### src/hdl/qcs_pkg.sv
/*
  Constants, field layout and carrier types for the quick clock switch
  control block.
  Assumes one 125 MHz system clock and an 8-bit special-function bus.
*/
package qcs_pkg;

  localparam logic [7:0] CTRL_ADDR        = 8'h80;
  localparam logic [7:0] CTRL_RESET       = 8'h00;
  localparam int         METER_SEL_BIT    = 7;
  localparam int         FAST_WAKE_BIT    = 6;
  localparam int         FAST_SLEEP_BIT   = 5;
  localparam int         METER_GATE_BIT   = 4;
  localparam int         DISP_GATE_BIT    = 3;
  localparam int         SLEEP_HIGH_BIT   = 2;
  localparam int         SLEEP_LOW_BIT    = 1;
  localparam int         CORE_SEL_BIT     = 0;
  localparam logic [1:0] SLEEP_DEEP_CODE  = 2'h2;

  // Frequency the PLL is forced to by fast-wake
  localparam int         QUICK_PLL_HZ     = 3276800;

  localparam int         CLK_PERIOD_NS    = 8;
  // Longest time from crystal switchover to core clock stop
  localparam int         STOP_LIMIT_NS    = 30000;
  localparam int         STOP_LIMIT_CYC   = STOP_LIMIT_NS / CLK_PERIOD_NS;
  // Glitch-free settle before the core clock is gated off
  localparam int         STOP_SETTLE_NS   = 64;
  localparam int         STOP_SETTLE_CYC  =
    (STOP_SETTLE_NS + CLK_PERIOD_NS - 1) / CLK_PERIOD_NS;
  localparam int         CNT_W            = 12;

  typedef struct packed {
    logic [7:0] addr;
    logic       wr;
    logic       rd;
    logic [7:0] wdata;
  } qcs_sfr_req_type;

  typedef struct packed {
    logic core_clk_sel;
    logic core_clk_run;
    logic aux_clk_run;
    logic meter_clk_sel;
    logic meter_clk_run;
    logic display_clk_run;
    logic pll_enable;
    logic pll_fixed_freq;
    logic pll_cfg_block;
    logic light_sleep_state;
    logic deep_sleep_state;
    logic temp_state;
  } qcs_clk_ctrl_type;

  typedef enum logic [1:0] {
    QCS_RUN,
    QCS_SWITCH,
    QCS_STOPPED
  } qcs_state_type;

endpackage

### src/hdl/qcs_sync.sv
/*
  Two-stage level synchroniser for a vector of independent bits.
  Assumes every bit is a slow level or a pulse wider than two clocks.
*/
`timescale 1ns/1ns
`default_nettype none
module qcs_sync
  import qcs_pkg::*;
#(
  parameter int WIDTH = 1
)
(
  // Clock and reset
  input  wire logic             mclk,
  input  wire logic             rst_n,
  // Data
  input  wire logic [WIDTH-1:0] async_in,
  output logic      [WIDTH-1:0] sync_out
);

  logic [WIDTH-1:0] stage1;

  // Only the second stage may read the first
  always_ff @(posedge mclk)
  begin
    if (!rst_n)
    begin
      stage1   <= '0;
      sync_out <= '0;
    end
    else
    begin
      stage1   <= async_in;
      sync_out <= stage1;
    end
  end

endmodule
`default_nettype wire

### src/hdl/qcs_ctrl.sv
/*
  Clock switchover control register and sequencer: core and metering clock
  selection and gating, display clock gating with core and metering both on the PLL, quick wake and quick sleep.
  Assumes an 8-bit SFR bus on mclk, analog PLL control outside, and
  reset and wake events arriving as asynchronous pulses.
*/
`timescale 1ns/1ns
`default_nettype none
module qcs_ctrl
  import qcs_pkg::*;
(
  // Clock and reset
  input  wire logic             mclk,
  input  wire logic             rst_n,
  // Special-function register bus
  input  wire qcs_sfr_req_type  sfr_req,
  output logic [7:0]            sfr_rdata,
  // System status, asynchronous
  input  wire logic             power_good_flag,
  input  wire logic             reset_event,
  input  wire logic             wake_event,
  // Same-domain inputs from other registers
  input  wire logic             wake_without_reset_sel,
  input  wire logic             analog_pll_enable,
  // Clock control outputs
  output qcs_clk_ctrl_type      clk_ctrl,
  output logic                  energy_const_accum
);

  // Synchronised pins
  logic [2:0]    pin_sync;
  logic          reset_seen;
  logic          wake_seen;

  // Register fields and sequencer state
  logic          meter_clock_source_sel;
  logic          fast_wake_bit;
  logic          fast_sleep_bit;
  logic          meter_clock_gate;
  logic          display_clock_gate;
  logic [1:0]    sleep_select;
  logic          core_clock_source_sel;
  logic          quick_pll_on;
  logic          temp_state;
  logic          deep_pending;
  logic          light_sleep;
  logic          deep_sleep;
  qcs_state_type state;
  logic [CNT_W-1:0] stop_cnt;

  logic          next_meter_clock_source_sel;
  logic          next_fast_wake_bit;
  logic          next_fast_sleep_bit;
  logic          next_meter_clock_gate;
  logic          next_display_clock_gate;
  logic [1:0]    next_sleep_select;
  logic          next_core_clock_source_sel;
  logic          next_quick_pll_on;
  logic          next_temp_state;
  logic          next_deep_pending;
  logic          next_light_sleep;
  logic          next_deep_sleep;
  qcs_state_type next_state;
  logic [CNT_W-1:0] next_stop_cnt;

  qcs_sync #(
    .WIDTH    (3)
  ) qcs_sync_inst (
    .mclk     (mclk),
    .rst_n    (rst_n),
    .async_in ({power_good_flag, reset_event, wake_event}),
    .sync_out (pin_sync)
  );

  // Decode
  wire       pg           = pin_sync[2];
  wire       reset_hit    = pin_sync[1] & ~reset_seen;
  wire       wake_hit     = pin_sync[0] & ~wake_seen;
  wire       keep_state   = wake_hit & wake_without_reset_sel;
  wire       full_clear   = reset_hit | (wake_hit & ~wake_without_reset_sel);
  wire       addr_hit     = sfr_req.addr == CTRL_ADDR;
  // Writes are taken in QCS_RUN only, so none land during the sleep switch or once stopped
  wire       wr           = addr_hit & sfr_req.wr & (state == QCS_RUN);
  wire [7:0] wd           = sfr_req.wdata;
  wire       quick_locked = fast_wake_bit & ~fast_sleep_bit;
  wire       fw_write_ok  = wr & ~fast_sleep_bit;
  wire       fs_set       = wr & wd[FAST_SLEEP_BIT];
  wire       fw_set       = fw_write_ok & wd[FAST_WAKE_BIT] & ~fs_set;
  wire       core_sel_ok  = wr & ~quick_locked & ~fs_set & ~fw_set;
  wire       quick_sleep  = fs_set & ~pg;
  wire       sleep_req    = wr & ~fs_set & ~pg & ~core_clock_source_sel
                            & ~wd[CORE_SEL_BIT]
                            & (wd[SLEEP_HIGH_BIT] | wd[SLEEP_LOW_BIT]);
  wire       sleep_deep   = wd[SLEEP_HIGH_BIT:SLEEP_LOW_BIT]
                            == SLEEP_DEEP_CODE;
  wire [7:0] read_value   = {meter_clock_source_sel, fast_wake_bit,
                             fast_sleep_bit, meter_clock_gate,
                             display_clock_gate, sleep_select,
                             core_clock_source_sel};

  always_comb
  begin
    next_meter_clock_source_sel = meter_clock_source_sel;
    next_fast_wake_bit          = fast_wake_bit;
    next_fast_sleep_bit         = fast_sleep_bit;
    next_meter_clock_gate       = meter_clock_gate;
    next_display_clock_gate     = display_clock_gate;
    next_sleep_select           = sleep_select;
    next_core_clock_source_sel  = core_clock_source_sel;
    next_quick_pll_on           = quick_pll_on;
    next_temp_state             = temp_state;
    next_deep_pending           = deep_pending;
    next_light_sleep            = light_sleep;
    next_deep_sleep             = deep_sleep;
    next_state                  = state;
    next_stop_cnt               = stop_cnt;
    if (full_clear)
    begin
      next_meter_clock_source_sel = CTRL_RESET[METER_SEL_BIT];
      next_fast_wake_bit          = CTRL_RESET[FAST_WAKE_BIT];
      next_fast_sleep_bit         = CTRL_RESET[FAST_SLEEP_BIT];
      next_meter_clock_gate       = CTRL_RESET[METER_GATE_BIT];
      next_display_clock_gate     = CTRL_RESET[DISP_GATE_BIT];
      next_sleep_select           = CTRL_RESET[SLEEP_HIGH_BIT:SLEEP_LOW_BIT];
      next_core_clock_source_sel  = CTRL_RESET[CORE_SEL_BIT];
      next_quick_pll_on           = 1'b0;
      next_temp_state             = 1'b1;
      next_deep_pending           = 1'b0;
      next_light_sleep            = 1'b0;
      next_deep_sleep             = 1'b0;
      next_state                  = QCS_RUN;
      next_stop_cnt               = '0;
    end
    else if (keep_state)
    begin
      next_fast_wake_bit  = 1'b0;
      next_fast_sleep_bit = 1'b0;
      next_sleep_select   = 2'b00;
      next_temp_state     = ~core_clock_source_sel;
      next_light_sleep    = 1'b0;
      next_deep_sleep     = 1'b0;
      next_state          = QCS_RUN;
      next_stop_cnt       = '0;
    end
    else
    begin
      if (wr)
      begin
        next_meter_clock_source_sel = wd[METER_SEL_BIT];
        next_meter_clock_gate       = wd[METER_GATE_BIT];
        next_display_clock_gate     = wd[DISP_GATE_BIT];
        next_sleep_select           = wd[SLEEP_HIGH_BIT:SLEEP_LOW_BIT];
        next_fast_sleep_bit         = wd[FAST_SLEEP_BIT];
      end
      if (fw_write_ok)
        next_fast_wake_bit = wd[FAST_WAKE_BIT];
      if (core_sel_ok)
        next_core_clock_source_sel = wd[CORE_SEL_BIT];
      if (fw_set)
      begin
        next_quick_pll_on = 1'b1;
        next_core_clock_source_sel = 1'b1;
      end
      if (fs_set)
      begin
        next_core_clock_source_sel = 1'b0;
        next_quick_pll_on          = 1'b0;
      end
      if (quick_sleep | sleep_req)
      begin
        next_deep_pending = sleep_req & sleep_deep;
        next_state        = QCS_SWITCH;
        next_stop_cnt     = CNT_W'(STOP_SETTLE_CYC - 1);
      end
      case (state)
        QCS_RUN:
        begin
        end
        QCS_SWITCH:
        begin
          if (stop_cnt == '0)
          begin
            next_state       = QCS_STOPPED;
            next_light_sleep = ~deep_pending;
            next_deep_sleep  = deep_pending;
          end
          else
            next_stop_cnt = stop_cnt - CNT_W'(1);
        end
        QCS_STOPPED:
        begin
        end
        default:
          next_state = QCS_RUN;
      endcase
      if (next_core_clock_source_sel)
        next_temp_state = 1'b0;
    end
  end

  always_ff @(posedge mclk)
  begin
    if (!rst_n)
    begin
      meter_clock_source_sel <= CTRL_RESET[METER_SEL_BIT];
      fast_wake_bit          <= CTRL_RESET[FAST_WAKE_BIT];
      fast_sleep_bit         <= CTRL_RESET[FAST_SLEEP_BIT];
      meter_clock_gate       <= CTRL_RESET[METER_GATE_BIT];
      display_clock_gate     <= CTRL_RESET[DISP_GATE_BIT];
      sleep_select           <= CTRL_RESET[SLEEP_HIGH_BIT:SLEEP_LOW_BIT];
      core_clock_source_sel  <= CTRL_RESET[CORE_SEL_BIT];
      quick_pll_on           <= 1'b0;
      temp_state             <= 1'b1;
      deep_pending           <= 1'b0;
      light_sleep            <= 1'b0;
      deep_sleep             <= 1'b0;
      state                  <= QCS_RUN;
      stop_cnt               <= '0;
    end
    else
    begin
      meter_clock_source_sel <= next_meter_clock_source_sel;
      fast_wake_bit          <= next_fast_wake_bit;
      fast_sleep_bit         <= next_fast_sleep_bit;
      meter_clock_gate       <= next_meter_clock_gate;
      display_clock_gate     <= next_display_clock_gate;
      sleep_select           <= next_sleep_select;
      core_clock_source_sel  <= next_core_clock_source_sel;
      quick_pll_on           <= next_quick_pll_on;
      temp_state             <= next_temp_state;
      deep_pending           <= next_deep_pending;
      light_sleep            <= next_light_sleep;
      deep_sleep             <= next_deep_sleep;
      state                  <= next_state;
      stop_cnt               <= next_stop_cnt;
    end
  end

  // Edge memory for event pulses
  always_ff @(posedge mclk)
  begin
    if (!rst_n)
    begin
      reset_seen <= 1'b0;
      wake_seen  <= 1'b0;
    end
    else
    begin
      reset_seen <= pin_sync[1];
      wake_seen  <= pin_sync[0];
    end
  end

  // Clock control outputs follow the next values so a switch shows on the same edge that takes the write; sfr_rdata reads the current register
  always_ff @(posedge mclk)
  begin
    if (!rst_n)
    begin
      clk_ctrl           <= '0;
      clk_ctrl.core_clk_run    <= 1'b1;
      clk_ctrl.aux_clk_run     <= 1'b1;
      clk_ctrl.meter_clk_run   <= 1'b1;
      clk_ctrl.display_clk_run <= 1'b1;
      clk_ctrl.temp_state      <= 1'b1;
      energy_const_accum <= 1'b1;
      sfr_rdata          <= 8'h00;
    end
    else
    begin
      clk_ctrl.core_clk_sel      <= next_core_clock_source_sel;
      clk_ctrl.core_clk_run      <= next_state != QCS_STOPPED;
      clk_ctrl.aux_clk_run       <= next_state != QCS_STOPPED;
      clk_ctrl.meter_clk_sel     <= next_meter_clock_source_sel;
      clk_ctrl.meter_clk_run     <= ~next_meter_clock_gate;
      clk_ctrl.display_clk_run   <= ~(next_display_clock_gate
                                      & next_core_clock_source_sel
                                      & next_meter_clock_source_sel);
      clk_ctrl.pll_enable        <= next_quick_pll_on | analog_pll_enable;
      clk_ctrl.pll_fixed_freq    <= next_quick_pll_on;
      clk_ctrl.pll_cfg_block     <= next_fast_wake_bit & ~next_fast_sleep_bit;
      clk_ctrl.light_sleep_state <= next_light_sleep;
      clk_ctrl.deep_sleep_state  <= next_deep_sleep;
      clk_ctrl.temp_state        <= next_temp_state;
      energy_const_accum         <= next_temp_state;
      sfr_rdata <= (addr_hit & sfr_req.rd) ? read_value : 8'h00;
    end
  end

endmodule
`default_nettype wire

### config.mk
export PLATFORM = sky130hd
export DESIGN_NAME = qcs_ctrl
export DESIGN_NICKNAME = d
export VERILOG_FILES = /design/src/hdl/qcs_pkg.sv /design/src/hdl/qcs_sync.sv /design/src/hdl/qcs_ctrl.sv
export SDC_FILE = /design/constraint.sdc
export NUM_CORES = 1
export LEC_CHECK = 0
export BUFFER_PORTS_ARGS = -buffer_cell sky130_fd_sc_hd__buf_4
export CAP_MARGIN = 0
export CORE_AREA = 2 2 49 96
export CTS_BUF_LIST = sky130_fd_sc_hd__clkbuf_8 sky130_fd_sc_hd__clkbuf_16
export CTS_CLUSTER_SIZE = 40
export DETAILED_ROUTE_END_ITERATION = 16
export DIE_AREA = 0 0 51 98
export HOLD_SLACK_MARGIN = 0.06
export PLACE_DENSITY_LB_ADDON = 0.25
export SYNTH_ARGS = -nofsm -noshare
export SYNTH_HDL_FRONTEND = slang
export SYNTH_SLANG_ARGS = --single-unit
### constraint.sdc
create_clock -name mclk -period 2.4 [get_ports mclk]
set_clock_uncertainty 0.05 [all_clocks]
set_input_delay 0.12 -clock mclk [delete_from_list [all_inputs] [get_ports mclk]]
set_output_delay 0.12 -clock mclk [all_outputs]
set_load 0.05 [all_outputs]
==> results.cfg <==
[sta]
setup_violations = 0
tns_ns = 0
rsz0062_at_grt = false
tightest_slew_ns = 0.688
min_period_ns = 2.13
max_freq_mhz = 469
post-route-period-util_pct = 88.9
hold_violations = 0
maxSlewHeadroom_pct = 53.7
setup_ws_ns = 0.267
slew_violations = 0
whs_ns = 0.0624

[run]
maxCapViolCount = 0

[grt]
grt_pass1_wl_mm = 8.46
grt_max_degree = 21
grt_use_total_pct = 22.4
grt_pass1_vias = 1882
grt_overflow = 0
antenna_found_initial = 0

[floorplan]
pin_count = 46
die_height_um = 98
initial_core_util_pct = 50.0
core_um2 = 4300
rows = 34
fp.dieW_um = 51
die-area_um2 = 5000

[clocking]
numCtsBuffers = 5
cts.sinks = 48
clock_path_buffers = 2
cts_root_buffer = clkbuf_8
cts_tree = yes
post-cts-setup-buffers = 0
htreeDepth = 2
clock_latency_ns = 0.30
clk_pin_slew_ns = 0.09

[yosys]
synth_cell_types = 45
synth-seq-area-share_pct = 44.7
syn_avg_cell_area_um2 = 9.47
synth_seq_cells = 48
synth_top_area_cell = dfxtp_1
synth.top_cell.area_share_pct = 44.7
synth_cells = 227
synth-edff-count = 0
netlist_area_um2 = 2150
async_flop_share_pct = 0
ys_warn_count = 0
synth_area_leaders = dfxtp_1 (45%), and2_1 (5.8%), a21oi_1 (3.5%)
synthesis.nets = 253
synthFlopType = dfxtp_1

[layout]
nets = 310
drive_above_1_share_pct = 25.6
final_util_pct = 63.7
diodes = 0
area_growth_syn_to_layout_pct = 27.4

[outcome]
status = completed

[hold_path]
min_path_type = in2reg

[worst_setup_path]
crit_type = reg2reg
end_kind = flop
cp_data_arrival_time_ns = 2.26
crit_fanout = 10
critical_path_required_ns = 2.53
critPathLaunchType = flop

[detailed_routing]
via_per_inst = 5.56
routedWlPerCell_um = 14.7
ant_nets = 0
route.detailed.drc = 0
routed_wl_mm = 4.99
vias = 1885
drtIter0Drc = 42
first_pass_iters = 5

[power_and_ir_drop]
p_per_area_nw_per_um2 = 546
ir_worst_vdd_v = 0.000413
total_leakage_power_nw = 1.09

[place]
port-buffer-count = 45
hpwlAfterDp_mm = 3.74
place_ws_ns = 0.235
gp_congestion = 0.854
-- cells by family (layout without fill, tap and decap cells) --
family                     count (synthesis)  in the layout  share of synthesized area, %
AOI/OAI and AO/OA                         49             49                          17.7
adders and majority gates                  1              1                         0.582
buffers and inverters                     18             76                          4.83
DFF                                       48             48                          44.7
muxes                                      7              7                          3.26
and+or+nand+nor                          104            104                          28.9
-- layer usage --
layer  vias to the layer above  GRT usage [%]  routed length (um)
met1                       884           21.9                1770
met4                         0           12.7                 156
met2                        52           41.7                2890
met5                         -              0                   0
li1                        934              -                   -
met3                        15           3.82                 179
-- synth_stat cells (2+ instances only) --
cell / number
inv_1: 5
o31ai_1: 6
or2_2: 3
nand2_1: 17
nand4_1: 3
nor4_1: 5
o21ai_1: 2
nor3_1: 6
buf_4: 7
o211ai_1: 3
a21oi_1: 15
or3b_2: 3
o211a_1: 2
o41ai_1: 2
mux2i_1: 7
or3_1: 4
buf_2: 2
nor2_1: 8
and2_1: 20
nand4b_1: 3
nor2b_1: 4
nand3_1: 3
dfxtp_1: 48
or4_1: 9
o21ai_0: 5
nand2b_1: 9
clkbuf_1: 3
o21a_1: 3
a31oi_1: 4
-- stage by stage --
step / cells / area [um^2] / power (mW)
global placement: 321 / 2530 / 0.929
floorplan: 227 / 2150 / 0.878
CTS: 339 / 2740 / 1.51
finish: 339 / 2740 / 1.50
detailed placement: 321 / 2530 / 0.931
global route: 339 / 2740 / 1.55
-- layout make-up --
type                    count  area (um^2)
inverters                   5         18.8
clock inverters             3         38.8
repair buffers             63          498
flip-flops and latches     48          961
well taps                  54         67.6
fillers                   366         1560
clock buffers               5         68.8
multi-input cells         161         1080
-- state kept, by name (all words and copies together) (netlist names) --
name,cells
stop_cnt,12
clk_ctrl,10
sfr_rdata,8
qcs_sync_inst.stage1,3
qcs_sync_inst.sync_out,3
sleep_select,2
state,2
deep_pending,1
display_clock_gate,1
energy_const_accum,1
fast_sleep_bit,1
fast_wake_bit,1
meter_clock_gate,1
reset_seen,1
wake_seen,1
-- cells in the final DEF, fill, tap and decap left out, types with 5 or more instances in the layout --
master and count:
buf_4 53, dfxtp_1 48, and2_1 20, nand2_1 17
a21oi_1 15, dlygate4sd3_1 10, or4_1 9, nand2b_1 9
nor2_1 8, mux2i_1 7, inv_1 6, o31ai_1 6
nor3_1 6, nor4_1 5, o21ai_0 5, clkbuf_8 5
-- path summary, 6_finish.rpt --
kind | startpoint | endpoint | slack, ns | cells after the start
max | state[0] | clk_ctrl[6] | 0.27 | 4
min | sfr_req[0] | deep_pending | 0.06 | 4
max reg2reg | state[0] | clk_ctrl[6] | 0.27 | 4
min reg2reg | qcs_sync_inst.stage1[1] | qcs_sync_inst.sync_out[1] | 0.40 | 1
-- critical path: stages, from the launching register on --
cell and delay (ns):
dfxtp_1 0.33, or3b_2 0.54, or3_1 0.57, o41ai_4 0.39, o211ai_1 0.14
-- power by group --
part / total (mW) / switching [mW] / internal, mW
logic: 0.118 / 0.0594 / 0.0588
clock network: 0.571 / 0.266 / 0.305
registers: 0.807 / 0.00417 / 0.803
total: 1.50 / 0.329 / 1.17
-- timing repair --
action,CTS,global route
endpoints found under the setup margin,0,0
gates resized for setup,0,0
endpoints found under the hold margin,10,0
hold buffers,10,0
(Power assumes the default switching activity.)
